**config.mk**
```make
export PLATFORM = sky130hd
export DESIGN_NAME = tapf_filter
export DESIGN_NICKNAME = d
export VERILOG_FILES = /design/src/tapf_pkg.sv /design/src/tapf_addr_match.sv /design/src/tapf_filter.sv
export VERILOG_INCLUDE_DIRS = /design/src
export SDC_FILE = /design/constraint.sdc
export NUM_CORES = 1
export LEC_CHECK = 0
export BUFFER_PORTS_ARGS = -buffer_cell sky130_fd_sc_hd__buf_2
export CAP_MARGIN = 20
export CORE_UTILIZATION = 61
export DETAILED_ROUTE_END_ITERATION = 10
export GPL_ROUTABILITY_DRIVEN = 0
export HOLD_SLACK_MARGIN = 0.12
export PLACE_DENSITY = 0.94
export SYNTH_ARGS = -nofsm -noshare
export SYNTH_HDL_FRONTEND = slang
export SYNTH_SLANG_ARGS = --single-unit
```
**constraint.sdc**
```tcl
create_clock -name SYS_CLK -period 7.1 [get_ports SYS_CLK]
set_input_delay 1.065 -clock SYS_CLK [delete_from_list [all_inputs] [get_ports SYS_CLK]]
set_output_delay 1.065 -clock SYS_CLK [all_outputs]
set_load 0.02 [all_outputs]
```
**src/tapf_defs.svh**
```systemverilog
`ifndef TAPF_DEFS_SVH
`define TAPF_DEFS_SVH

// ----------------------------------------------------------------
// configuration variable numbers
// ----------------------------------------------------------------
`define TAPF_CV_SHORT       10'h001
`define TAPF_CV_LONG_A      10'h011
`define TAPF_CV_LONG_B      10'h012
`define TAPF_CV_DEC_CFG     10'h01D
`define TAPF_CV_PROTO_EN    10'h02F
`define TAPF_CV_LEGACY_CFG  10'h031

// ----------------------------------------------------------------
// reset values
// ----------------------------------------------------------------
`define TAPF_RST_SHORT      8'h03
`define TAPF_RST_LONG_A     8'hC0
`define TAPF_RST_LONG_B     8'h80
`define TAPF_RST_DEC_CFG    8'h0C
`define TAPF_RST_PROTO_EN   8'h0F
`define TAPF_RST_LEGACY_CFG 8'h13
`define TAPF_RST_AUTO_ADDR  14'h0000

// ----------------------------------------------------------------
// field positions
// ----------------------------------------------------------------
`define TAPF_BIT_LONG_SEL   5
`define TAPF_BIT_CONSEC_HI  7
`define TAPF_BIT_CONSEC_LO  3
`define TAPF_BIT_EN_DCC     0
`define TAPF_BIT_EN_AUTO    1
`define TAPF_BIT_EN_LEGACY  2
`define TAPF_BIT_EN_THIRD   3
`define TAPF_LONG_HI_W      6

// ----------------------------------------------------------------
// address ranges
// ----------------------------------------------------------------
`define TAPF_SHORT_MIN      14'h0001
`define TAPF_SHORT_MAX      14'h007F
`define TAPF_LONG_MIN       14'h0080
`define TAPF_LONG_MAX       14'h27FF

`endif

```
**src/tapf_pkg.sv**
```systemverilog
package tapf_pkg;

  // ----------------------------------------------------------------
  // protocols and packet kinds
  // ----------------------------------------------------------------
  typedef enum logic [2:0]
  {
    TAPF_DCC,
    TAPF_AUTO,
    TAPF_LEGACY,
    TAPF_THIRD,
    TAPF_PROG
  } tapf_proto_t;

  typedef enum logic [2:0]
  {
    TAPF_SPEED,
    TAPF_FUNC,
    TAPF_CV_WR,
    TAPF_CV_RD,
    TAPF_REGISTER
  } tapf_kind_t;

  // ----------------------------------------------------------------
  // carriers
  // ----------------------------------------------------------------
  typedef struct packed
  {
    tapf_proto_t proto;
    tapf_kind_t  kind;
    logic [13:0] addr;
    logic [7:0]  speed;
    logic        dir;
    logic [4:0]  funcs;
    logic [9:0]  cv_num;
    logic [7:0]  cv_data;
  } tapf_pkt_t;

  typedef struct packed
  {
    logic [7:0] speed;
    logic       dir;
  } tapf_drive_t;

  typedef struct packed
  {
    logic [1:0] group;
    logic [4:0] bits;
  } tapf_func_t;

endpackage

```
**src/tapf_addr_match.sv**
```systemverilog
`timescale 1ns/100ps
`include "tapf_defs.svh"

module tapf_addr_match
(
  input  tapf_pkg::tapf_proto_t proto,
  input  wire logic [13:0]      addr,
  input  wire logic [7:0]       short_addr,
  input  wire logic [13:0]      long_addr,
  input  wire logic             long_sel,
  input  wire logic [1:0]       consec,
  input  wire logic [13:0]      auto_addr,
  input  wire logic             auto_known,
  output logic                  hit,
  output logic [1:0]            group
);

  // ----------------------------------------------------------------
  // helpers
  // ----------------------------------------------------------------
  function automatic logic in_range(input logic [13:0] v,
                                    input logic [13:0] lo,
                                    input logic [13:0] hi);
    in_range = (v >= lo) && (v <= hi);
  endfunction

  logic [13:0] short_w;
  logic [13:0] diff;

  assign short_w = {6'h00, short_addr};
  assign diff    = addr - short_w;

  // ----------------------------------------------------------------
  // compare
  // ----------------------------------------------------------------
  always_comb
  begin
    hit   = 1'b0;
    group = 2'h0;
    case (proto)
      tapf_pkg::TAPF_DCC:
      begin
        if (long_sel)
          hit = in_range(long_addr, `TAPF_LONG_MIN, `TAPF_LONG_MAX)
                && (addr == long_addr);
        else
          hit = in_range(short_w, `TAPF_SHORT_MIN, `TAPF_SHORT_MAX)
                && (addr == short_w);
      end
      tapf_pkg::TAPF_LEGACY:
      begin
        if ((short_addr != 8'h00) && (addr >= short_w)
            && (diff <= {12'h000, consec}))
        begin
          hit   = 1'b1;
          group = diff[1:0];
        end
      end
      tapf_pkg::TAPF_AUTO:
        hit = auto_known && (addr == auto_addr);
      tapf_pkg::TAPF_THIRD:
        hit = (short_addr != 8'h00) && (addr == short_w);
      tapf_pkg::TAPF_PROG:
        hit = 1'b1;
      default:
        hit = 1'b0;
    endcase
  end

endmodule // tapf_addr_match

```
**src/tapf_filter.sv**
```systemverilog
`timescale 1ns/100ps
`include "tapf_defs.svh"

// What this block does
// - short address 1 to 127 is valid for DCC; legacy and third formats take any nonzero short address
// - decoder config bit five selects long address
// - long address 128 to 10239 from two CVs
// - legacy format shares short address, runs concurrently
// - legacy allows up to three extra addresses
// - extras follow base, carry higher function groups
// - speed and direction only from base address
// - legacy config bits seven, three count extras
// - extra addresses honoured only in legacy format
// - auto protocol address assigned, never read/written
// - protocol enable bits gate DCC, auto, legacy and third protocols
// - all protocols enabled after reset, value 15
// - writing protocol stays enabled on enable write
// - service programmer access can never be disabled
// - DCC-only variant ignores all enable bits, the DCC bit included
module tapf_filter
#(
  parameter bit DCC_ONLY = 1'b0
)
(
  input  wire logic              SYS_CLK,
  input  wire logic              RST_N,
  input  wire logic              PKT_VALID,
  input  tapf_pkg::tapf_pkt_t    PKT,
  output logic                   DRIVE_VALID,
  output tapf_pkg::tapf_drive_t  DRIVE,
  output logic                   FUNC_VALID,
  output tapf_pkg::tapf_func_t   FUNC,
  output logic                   CV_RD_VALID,
  output logic [7:0]             CV_RD_DATA,
  output logic                   PKT_DROP,
  output logic                   AUTO_REGISTERED,
  output logic                   LONG_MODE
);

  // ----------------------------------------------------------------
  // functions
  // ----------------------------------------------------------------
  // mask of the enable bit that belongs to a protocol
  function automatic logic [7:0] proto_mask(
    input tapf_pkg::tapf_proto_t p);
    proto_mask = 8'h00;
    case (p)
      tapf_pkg::TAPF_DCC:    proto_mask[`TAPF_BIT_EN_DCC]    = 1'b1;
      tapf_pkg::TAPF_AUTO:   proto_mask[`TAPF_BIT_EN_AUTO]   = 1'b1;
      tapf_pkg::TAPF_LEGACY: proto_mask[`TAPF_BIT_EN_LEGACY] = 1'b1;
      tapf_pkg::TAPF_THIRD:  proto_mask[`TAPF_BIT_EN_THIRD]  = 1'b1;
      default:               proto_mask = 8'h00;
    endcase
  endfunction

  // ----------------------------------------------------------------
  // storage
  // ----------------------------------------------------------------
  logic [7:0]  short_ff;
  logic [7:0]  long_a_ff;
  logic [7:0]  long_b_ff;
  logic [7:0]  dec_cfg_ff;
  logic [7:0]  proto_en_ff;
  logic [7:0]  legacy_cfg_ff;
  logic [13:0] auto_addr_ff;
  logic        auto_known_ff;
  logic        drive_valid_ff;
  logic [7:0]  drive_speed_ff;
  logic        drive_dir_ff;
  logic        func_valid_ff;
  logic [1:0]  func_group_ff;
  logic [4:0]  func_bits_ff;
  logic        rd_valid_ff;
  logic [7:0]  rd_data_ff;
  logic        drop_ff;

  logic [13:0] long_addr;
  logic [1:0]  consec;
  logic        long_sel;
  logic        proto_on;
  logic        hit;
  logic [1:0]  group;
  logic        accept;
  logic        take_reg;
  logic        take_wr;
  logic        take_rd;
  logic        take_speed;
  logic        take_func;
  logic        used;
  logic [7:0]  nxt_rd_data;
  logic [7:0]  nxt_proto_en;
  logic [4:0]  nxt_func_bits;

  // ----------------------------------------------------------------
  // derived configuration
  // ----------------------------------------------------------------
  assign long_sel  = dec_cfg_ff[`TAPF_BIT_LONG_SEL];
  assign long_addr = {long_a_ff[`TAPF_LONG_HI_W-1:0], long_b_ff};
  assign consec    = {legacy_cfg_ff[`TAPF_BIT_CONSEC_HI],
                      legacy_cfg_ff[`TAPF_BIT_CONSEC_LO]};

  // ----------------------------------------------------------------
  // protocol gate
  // ----------------------------------------------------------------
  always_comb
  begin
    if (PKT.proto == tapf_pkg::TAPF_PROG)
      proto_on = 1'b1;
    else if (DCC_ONLY)
      proto_on = (PKT.proto == tapf_pkg::TAPF_DCC);
    else
      proto_on = |(proto_en_ff & proto_mask(PKT.proto));
  end

  // ----------------------------------------------------------------
  // address compare
  // ----------------------------------------------------------------
  tapf_addr_match u_match
  (
    .proto      (PKT.proto),
    .addr       (PKT.addr),
    .short_addr (short_ff),
    .long_addr  (long_addr),
    .long_sel   (long_sel),
    .consec     (consec),
    .auto_addr  (auto_addr_ff),
    .auto_known (auto_known_ff),
    .hit        (hit),
    .group      (group)
  );

  // ----------------------------------------------------------------
  // packet classification
  // ----------------------------------------------------------------
  assign accept     = PKT_VALID && proto_on && hit;
  assign take_reg   = PKT_VALID && proto_on
                      && (PKT.proto == tapf_pkg::TAPF_AUTO)
                      && (PKT.kind == tapf_pkg::TAPF_REGISTER);
  assign take_wr    = accept && (group == 2'h0)
                      && (PKT.kind == tapf_pkg::TAPF_CV_WR);
  assign take_rd    = accept && (group == 2'h0)
                      && (PKT.kind == tapf_pkg::TAPF_CV_RD);
  assign take_speed = accept && (group == 2'h0)
                      && (PKT.kind == tapf_pkg::TAPF_SPEED);
  assign take_func  = accept
                      && (PKT.kind == tapf_pkg::TAPF_FUNC);
  assign used       = take_reg || take_wr || take_rd
                      || take_speed || take_func;

  // ----------------------------------------------------------------
  // protocol enable write value
  // ----------------------------------------------------------------
  assign nxt_proto_en = PKT.cv_data | proto_mask(PKT.proto);

  // ----------------------------------------------------------------
  // short address register
  // ----------------------------------------------------------------
  always_ff @(posedge SYS_CLK)
  begin
    if (!RST_N)
      short_ff <= `TAPF_RST_SHORT;
    else if (take_wr && (PKT.cv_num == `TAPF_CV_SHORT))
      short_ff <= PKT.cv_data;
  end

  // ----------------------------------------------------------------
  // long address registers
  // ----------------------------------------------------------------
  always_ff @(posedge SYS_CLK)
  begin
    if (!RST_N)
    begin
      long_a_ff <= `TAPF_RST_LONG_A;
      long_b_ff <= `TAPF_RST_LONG_B;
    end
    else if (take_wr && (PKT.cv_num == `TAPF_CV_LONG_A))
      long_a_ff <= PKT.cv_data;
    else if (take_wr && (PKT.cv_num == `TAPF_CV_LONG_B))
      long_b_ff <= PKT.cv_data;
  end

  // ----------------------------------------------------------------
  // decoder configuration register
  // ----------------------------------------------------------------
  always_ff @(posedge SYS_CLK)
  begin
    if (!RST_N)
      dec_cfg_ff <= `TAPF_RST_DEC_CFG;
    else if (take_wr && (PKT.cv_num == `TAPF_CV_DEC_CFG))
      dec_cfg_ff <= PKT.cv_data;
  end

  // ----------------------------------------------------------------
  // protocol enable register
  // ----------------------------------------------------------------
  always_ff @(posedge SYS_CLK)
  begin
    if (!RST_N)
      proto_en_ff <= `TAPF_RST_PROTO_EN;
    else if (take_wr && (PKT.cv_num == `TAPF_CV_PROTO_EN))
      proto_en_ff <= nxt_proto_en;
  end

  // ----------------------------------------------------------------
  // legacy configuration register
  // ----------------------------------------------------------------
  always_ff @(posedge SYS_CLK)
  begin
    if (!RST_N)
      legacy_cfg_ff <= `TAPF_RST_LEGACY_CFG;
    else if (take_wr && (PKT.cv_num == `TAPF_CV_LEGACY_CFG))
      legacy_cfg_ff <= PKT.cv_data;
  end

  // ----------------------------------------------------------------
  // auto-registering address
  // ----------------------------------------------------------------
  always_ff @(posedge SYS_CLK)
  begin
    if (!RST_N)
    begin
      auto_addr_ff  <= `TAPF_RST_AUTO_ADDR;
      auto_known_ff <= 1'b0;
    end
    else if (take_reg)
    begin
      auto_addr_ff  <= PKT.addr;
      auto_known_ff <= 1'b1;
    end
  end

  // ----------------------------------------------------------------
  // read back
  // ----------------------------------------------------------------
  always_comb
  begin
    if (PKT.cv_num == `TAPF_CV_SHORT)
      nxt_rd_data = short_ff;
    else if (PKT.cv_num == `TAPF_CV_LONG_A)
      nxt_rd_data = long_a_ff;
    else if (PKT.cv_num == `TAPF_CV_LONG_B)
      nxt_rd_data = long_b_ff;
    else if (PKT.cv_num == `TAPF_CV_DEC_CFG)
      nxt_rd_data = dec_cfg_ff;
    else if (PKT.cv_num == `TAPF_CV_PROTO_EN)
      nxt_rd_data = proto_en_ff;
    else if (PKT.cv_num == `TAPF_CV_LEGACY_CFG)
      nxt_rd_data = legacy_cfg_ff;
    else
      nxt_rd_data = 8'h00;
  end

  always_ff @(posedge SYS_CLK)
  begin
    if (!RST_N)
    begin
      rd_valid_ff <= 1'b0;
      rd_data_ff  <= 8'h00;
    end
    else
    begin
      rd_valid_ff <= take_rd;
      if (take_rd)
        rd_data_ff <= nxt_rd_data;
    end
  end

  // ----------------------------------------------------------------
  // drive command
  // ----------------------------------------------------------------
  always_ff @(posedge SYS_CLK)
  begin
    if (!RST_N)
    begin
      drive_valid_ff <= 1'b0;
      drive_speed_ff <= 8'h00;
      drive_dir_ff   <= 1'b0;
    end
    else
    begin
      drive_valid_ff <= take_speed;
      if (take_speed)
      begin
        drive_speed_ff <= PKT.speed;
        drive_dir_ff   <= PKT.dir;
      end
    end
  end

  // ----------------------------------------------------------------
  // function command
  // ----------------------------------------------------------------
  // extra addresses carry four functions, no lighting function
  assign nxt_func_bits = (group == 2'h0) ? PKT.funcs
                                         : {1'b0, PKT.funcs[3:0]};

  always_ff @(posedge SYS_CLK)
  begin
    if (!RST_N)
    begin
      func_valid_ff <= 1'b0;
      func_group_ff <= 2'h0;
      func_bits_ff  <= 5'h00;
    end
    else
    begin
      func_valid_ff <= take_func;
      if (take_func)
      begin
        func_group_ff <= group;
        func_bits_ff  <= nxt_func_bits;
      end
    end
  end

  // ----------------------------------------------------------------
  // discard indication
  // ----------------------------------------------------------------
  always_ff @(posedge SYS_CLK)
  begin
    if (!RST_N)
      drop_ff <= 1'b0;
    else
      drop_ff <= PKT_VALID && !used;
  end

  // ----------------------------------------------------------------
  // outputs
  // ----------------------------------------------------------------
  assign DRIVE_VALID     = drive_valid_ff;
  assign DRIVE.speed     = drive_speed_ff;
  assign DRIVE.dir       = drive_dir_ff;
  assign FUNC_VALID      = func_valid_ff;
  assign FUNC.group      = func_group_ff;
  assign FUNC.bits       = func_bits_ff;
  assign CV_RD_VALID     = rd_valid_ff;
  assign CV_RD_DATA      = rd_data_ff;
  assign PKT_DROP        = drop_ff;
  assign AUTO_REGISTERED = auto_known_ff;
  assign LONG_MODE       = long_sel;

endmodule // tapf_filter

```
==> results.yml, run 1 <==
clock_tree:
  cts.path.max_buffers: 2
  holdBufCountCts: 0
  cts.repair.resized: 0
  cts_setup_buffers: 0
  cts_tree: "built"
  root_buffer: "clkbuf_8"
  clk_pin_slew_worst_paths_ns: 0.09
  cts_max_level: 3
  clock-sinks: 91
  clk_latency_ns: 0.38
  cts_buffers: 9
power_and_ir_drop:
  ir_drop_v: 0.000125
  p_clk_frac: 0.400
  power.total_uw: 1020
  powerDensity_nw_per_um2: 180
  combinationalPowerShare: 0.100
  swShare: 0.262
  seq_power_share: 0.501
  p_int_uw: 754
  power.switching_uw: 267
  p_leak_uw: 0.00232
route:
  wl_per_cell_um: 19.0
  routed_via_density: 6.31
  wirelength_mm: 13.9
  drc: 0
  postRouteAntennaNets: 0
  drtIter0Drc: 466
  num_vias: 4620
  first_pass_iters: 8
yosys:
  synth_largest_area_cell: "dfxtp_1"
  ys.warnings.count: 0
  synth_top_area_frac: 0.364
  synthFlopType: "dfxtp_1"
  ys_types: 60
  syn_area_per_cell_um2: 8.89
  synthesis.nets: 629
  ys_seq_elements: 91
  syn_inst: 563
  synth.area.top_cells: "dfxtp_1 36%, mux2i_1 15%, nand2_1 6.3%, nor2b_1 4.9%, xnor2_1 3.7%"
  seq_area_frac_synth: 0.364
  syn-cell-area_um2: 5010
  async_flop_share: 0
  synth_edf_count: 0
  synth_common_cells: "91 x dfxtp_1, 84 x nand2_1, 75 x mux2i_1, 39 x nor2b_1, 24 x a21oi_1"
  yosysMostFrequentCell: "dfxtp_1"
floorplan:
  initial_core_util: 0.638
  ios: 85
  die_h_um: 92.6
  dieArea_um2: 8570
  die_w_um: 92.6
  core_area_um2: 7850
  placementRows: 32
global_route:
  grt_busiest_layer: "met2"
  use_met3: 0.0887
  grt_pass1_vias: 4522
  grt_use_total: 0.335
  grtUsageMet2: 0.520
  grt_first_pass_wirelength_mm: 22.2
  grt_max_degree: 124
  antenna_found_initial: 0
  met1_usage: 0.426
  gr-total-overflow: 0
placed_design:
  dp_hpwl_mm: 10.0
  port_buffers: 84
  dpl.cell_count: 713
sta:
  finalSetupTns_ns: 0
  hold_ws_ns: 0.463
  setup_violations: 0
  worst_pin_slew_ns: 1.13
  slew_violations: 0
  max_freq_ghz: 0.203
  finalHoldViolations: 0
  period_share: 0.694
  timing.slew.headroom: 0.244
  period_needed_ns: 4.93
  rsz0062_at_grt: "false"
  skew_ns: 0.0155
final_layout:
  instances_no_fill: 732
  nets: 691
  fin_util: 0.723
  drive_gt1_frac: 0.189
  n_antenna_cell: 0
  syn2layout_area_growth_pct: 13.3
setup_path:
  path_class: "in2reg"
  r2r_slack_ns: 2.66
  crit_required_ns: 7.36
  critPathArrivalTime_ns: 5.19
  crit_fanout: 8
  worstSetupStartpointType: "input port"
  critPathCaptureType: "flip-flop"
outcome:
  status: "finished, final reports clean"
job:
  drv_cap: 0
worst_hold_path:
  hold_class: "reg2reg"
metal layers:
metal  vias to the layer above  routed length, um
li1                       2111                  -
met1                      2126               5380
met2                       317               6450
met3                        66               1600
met4                         0                507
met5                         -                  0
worst paths after layout:
kind | end | cells after the start | from
worst max-delay path | proto_en_ff[3] | 14 | PKT[32]
worst min-delay path | drive_speed_ff[5] | 2 | drive_speed_ff[5]
worst max register to register | proto_en_ff[3] | 12 | short_ff[0]
worst min register to register | drive_speed_ff[5] | 2 | drive_speed_ff[5]
cell usage in the layout (no fill, tap or decap), drive strengths merged, types with 2 or more instances in the layout:
| master | count |
|---|---|
| or2 | 2 |
| a211oi | 5 |
| mux2 | 2 |
| o21ai | 9 |
| a21oi | 24 |
| o211a | 9 |
| o21a | 2 |
| nand2b | 4 |
| nand2 | 84 |
| a21o | 2 |
| or4 | 4 |
| xor2 | 7 |
| o22ai | 6 |
| bufinv | 2 |
| a222oi | 4 |
| and2 | 3 |
| clkbuf | 10 |
| ha | 10 |
| dfxtp | 91 |
| nand3b | 4 |
| or3 | 2 |
| and3 | 3 |
| xnor2 | 21 |
| nor2b | 39 |
| nand4 | 11 |
| nor4b | 4 |
| o211ai | 2 |
| nand3 | 14 |
| nor4 | 9 |
| a31oi | 5 |
| nor3 | 5 |
| a22oi | 4 |
| nor2 | 19 |
| nor3b | 3 |
| buf | 86 |
| inv | 23 |
| and4 | 4 |
| mux2i | 75 |
flip-flops by register name, indices dropped and copies added (netlist names):
| name | count |
|---|---|
| auto_addr_ff | 14 |
| CV_RD_DATA | 8 |
| dec_cfg_ff | 8 |
| drive_speed_ff | 8 |
| legacy_cfg_ff | 8 |
| long_a_ff | 8 |
| long_b_ff | 8 |
| proto_en_ff | 8 |
| short_ff | 8 |
| func_bits_ff | 5 |
| func_group_ff | 2 |
| AUTO_REGISTERED | 1 |
| CV_RD_VALID | 1 |
| DRIVE_VALID | 1 |
| FUNC_VALID | 1 |
| PKT_DROP | 1 |
| drive_dir_ff | 1 |
worst max-delay path, stage by stage:
cell and delay (ns):
buf_2 0.11, inv_1 0.06, ha_1 0.22, fa_1 0.55
inv_1 0.08, ha_1 0.29, nor2b_1 0.14, o21ai_0 0.17
nand4_1 0.14, nor3_2 0.32, nand4b_4 0.17, o22a_1 0.40
nor4b_2 1.04, mux2_1 0.40
cell families after synthesis:
logic type               share of synthesized area
AO/OA/AOI/OAI                                0.120
XOR/XNOR                                    0.0490
adder cells (fa/ha/maj)                     0.0290
buffers and inverters                       0.0482
flip-flops                                   0.364
multiplexers                                 0.154
AND/OR/NAND/NOR                              0.235
final cells by class:
type                            count  area [um^2]
Fill cell                         563         2180
Inverter                           19         71.3
Multi-Input combinational cell    417         2970
Clock buffer                        9          124
Sequential cell                    91         1820
Clock inverter                      7          105
Timing Repair Buffer               87          453
Tap cell                          102          128
through the flow:
step	worst slack (ns)	cell area [um^2]
floorplan	2.92	5010
global placement	2.15	5410
detailed placement	1.90	5410
CTS	2.27	5640
global route	2.10	5670
finish	2.17	5670
power by group through the flow:
stage | registers [uW] | clock network (uW) | logic (uW)
after floorplan | 524 | 0 | 60.7
after global placement | 523 | 0 | 93.3
after detailed placement | 523 | 0 | 97.3
after CTS | 511 | 410 | 98.8
after global routing | 511 | 432 | 109
final | 511 | 408 | 102
Note: power is estimated with default switching activity, not from simulation.
==> run 2, diff against run 1 <==
--- a/config.mk
+++ b/config.mk
@@ -8,11 +8,11 @@
 export LEC_CHECK = 0
 export BUFFER_PORTS_ARGS = -buffer_cell sky130_fd_sc_hd__buf_2
 export CAP_MARGIN = 20
-export CORE_UTILIZATION = 61
+export CORE_UTILIZATION = 51
 export DETAILED_ROUTE_END_ITERATION = 10
 export GPL_ROUTABILITY_DRIVEN = 0
 export HOLD_SLACK_MARGIN = 0.12
-export PLACE_DENSITY = 0.94
+export PLACE_DENSITY = 0.84
 export SYNTH_ARGS = -nofsm -noshare
 export SYNTH_HDL_FRONTEND = slang
 export SYNTH_SLANG_ARGS = --single-unit
==> constraint.sdc (replaced) <==
create_clock -name SYS_CLK -period 3.9 [get_ports SYS_CLK]
set_input_delay 0.585 -clock SYS_CLK [delete_from_list [all_inputs] [get_ports SYS_CLK]]
set_output_delay 0.585 -clock SYS_CLK [all_outputs]
set_load 0.02 [all_outputs]
==> results.yml, run 2 (synthesis results as in run 1) <==
worst_hold_path:
  worstHoldStart: "PKT[30]"
  hold_class: "in2reg"
setup_path:
  critPathCaptureType: "flip-flop"
  critPathArrivalTime_ns: 3.94
  crit_start: "short_ff[0]"
  cp_top_family: "adder cells"
  crit_required_ns: 4.18
  path_cells: "ha_1 -> fa_1 -> inv_1 -> ha_1 -> nor2b_1 -> o21ai_0 -> nand4_1 -> nor3_2 -> nand4b_4 -> o22a_1 -> buf_4 -> nor4b_2 -> buf_4 -> mux2i_1"
  crit_buf_inv: 3
  worstSetupStartpointType: "flip-flop"
  slowest_delay_ns: 0.53
  crit_path_top_delay_cell: "fa_1"
  r2r_start: "short_ff[0]"
  crit_fanout: 8
  path_class: "reg2reg"
sta:
  skew_ns: 0.0164
  setup_violations: 0
  max_freq_ghz: 0.273
  hold_ws_ns: 0.455
  timing.slew.headroom: 0.465
  finalSetupTns_ns: 0
  fin_ws_ns: 0.242
  rsz0062_at_grt: "false"
  period_share: 0.938
  finalHoldViolations: 0
  worst_pin_slew_ns: 0.802
  period_needed_ns: 3.66
  slew_violations: 0
power_and_ir_drop:
  seq_power_share: 0.504
  combinationalPowerShare: 0.101
  swShare: 0.250
  powerDensity_nw_per_um2: 317
  power.switching_uw: 461
  p_clk_frac: 0.395
  p_int_uw: 1390
  ir_drop_v: 0.000276
  p_leak_uw: 0.00240
clock_tree:
  cts_max_level: 3
  cts.path.max_buffers: 2
  root_buffer: "clkbuf_8"
  cts_setup_buffers: 0
  cts.repair.resized: 0
  holdBufCountCts: 0
  cts_tree: "built"
  clk_pin_slew_worst_paths_ns: 0.09
  clock-sinks: 91
  clk_latency_ns: 0.37
  cts_buffers: 9
final_layout:
  final_cell_mix: "91 x dfxtp_1, 84 x nand2_1, 83 x buf_2, 75 x mux2i_1, 39 x nor2b_1"
  drive_gt1_frac: 0.206
  instances_no_fill: 774
  syn2layout_area_growth_pct: 16.2
  largest_register_ffs: 14
  top_register: "auto_addr_ff"
  fillers: 782
  fin_util: 0.621
  n_antenna_cell: 0
  layout_commonest_cell: "dfxtp_1"
  nets: 706
route:
  drc: 0
  wirelength_mm: 13.6
  first_pass_iters: 5
  wl_per_cell_um: 17.6
  routed_via_density: 5.90
  drtIter0Drc: 563
  num_vias: 4566
  postRouteAntennaNets: 0
global_route:
  grt_pass1_vias: 4417
  antenna_found_initial: 0
  grt_first_pass_wirelength_mm: 21.8
  gr-total-overflow: 0
  grt_max_degree: 93
  grt_use_total: 0.276
floorplan:
  initial_core_util: 0.534
  die_h_um: 101
  placementRows: 35
  ios: 85
  dieArea_um2: 10200
  die_w_um: 101
  core_area_um2: 9370
placed_design:
  dpl_worst_slack_ns: -0.0171
  dp_hpwl_mm: 10.2
  port_buffers: 84
  dpl.cell_count: 758
outcome:
  status: "finished, final reports clean"
job:
  drv_cap: 0
## run 2: cell types whose count changed in the layout (fill, tap and decap cells not counted), sizes merged
cell,delta
clkinv,+1
buf,+16
clkbuf,+1
clkinvlp,-1
inv,-2
## run 2: power by group through the flow
stage / combinational (uW) / clock (uW) / sequential (uW)
2_1_floorplan: 110 / 0 / 954
3_3_place_gp: 174 / 0 / 952
3_5_place_dp: 180 / 0 / 952
4_1_cts: 181 / 740 / 931
5_1_grt: 199 / 778 / 931
6_report: 186 / 730 / 931
## run 2: area by class of cell
cell class                 count  area, um^2  share of cell area
clock inverter                 5        82.6              0.0142
inverter                      19        71.3              0.0123
clock buffer                  11         141              0.0243
timing repair buffer         102         571              0.0981
multi-input combinational    417        2970               0.510
sequential                    91        1820               0.313
tap                          129         161              0.0277
## run 2: per-layer routing
layer,global-route usage,part of all wire,wire [um],vias up
met5,0,0,0,-
met4,0.129,0.034,469,0
met3,0.0596,0.087,1180,48
met1,0.357,0.43,5820,2122
li1,-,-,-,2143
met2,0.439,0.45,6130,253
## run 2: worst paths after layout
| path | depth (start not counted) | endpoint | slack (ns) |
|---|---|---|---|
| worst min-delay path | 3 | drive_speed_ff[6] | 0.46 |
| worst min register to register | 2 | func_bits_ff[2] | 0.46 |
| worst max register to register | 14 | legacy_cfg_ff[6] | 0.24 |
| worst max-delay path | 14 | legacy_cfg_ff[6] | 0.24 |
## run 2: through the flow
stage	cell area (um^2)	total power, uW
final	5820	1850
after global routing	5820	1910
after CTS	5820	1850
after detailed placement	5590	1130
after global placement	5590	1130
after floorplan	5010	1060
## run 2: worst reg2reg max path: cells and delay by family, from the launching register on
family          cells  cell delay [ns]
buf+inv             3             0.50
fa+ha+maj           3             1.06
flops               1             0.39
compound gates      2             0.45
simple gates        5             0.99
mux                 1             0.20
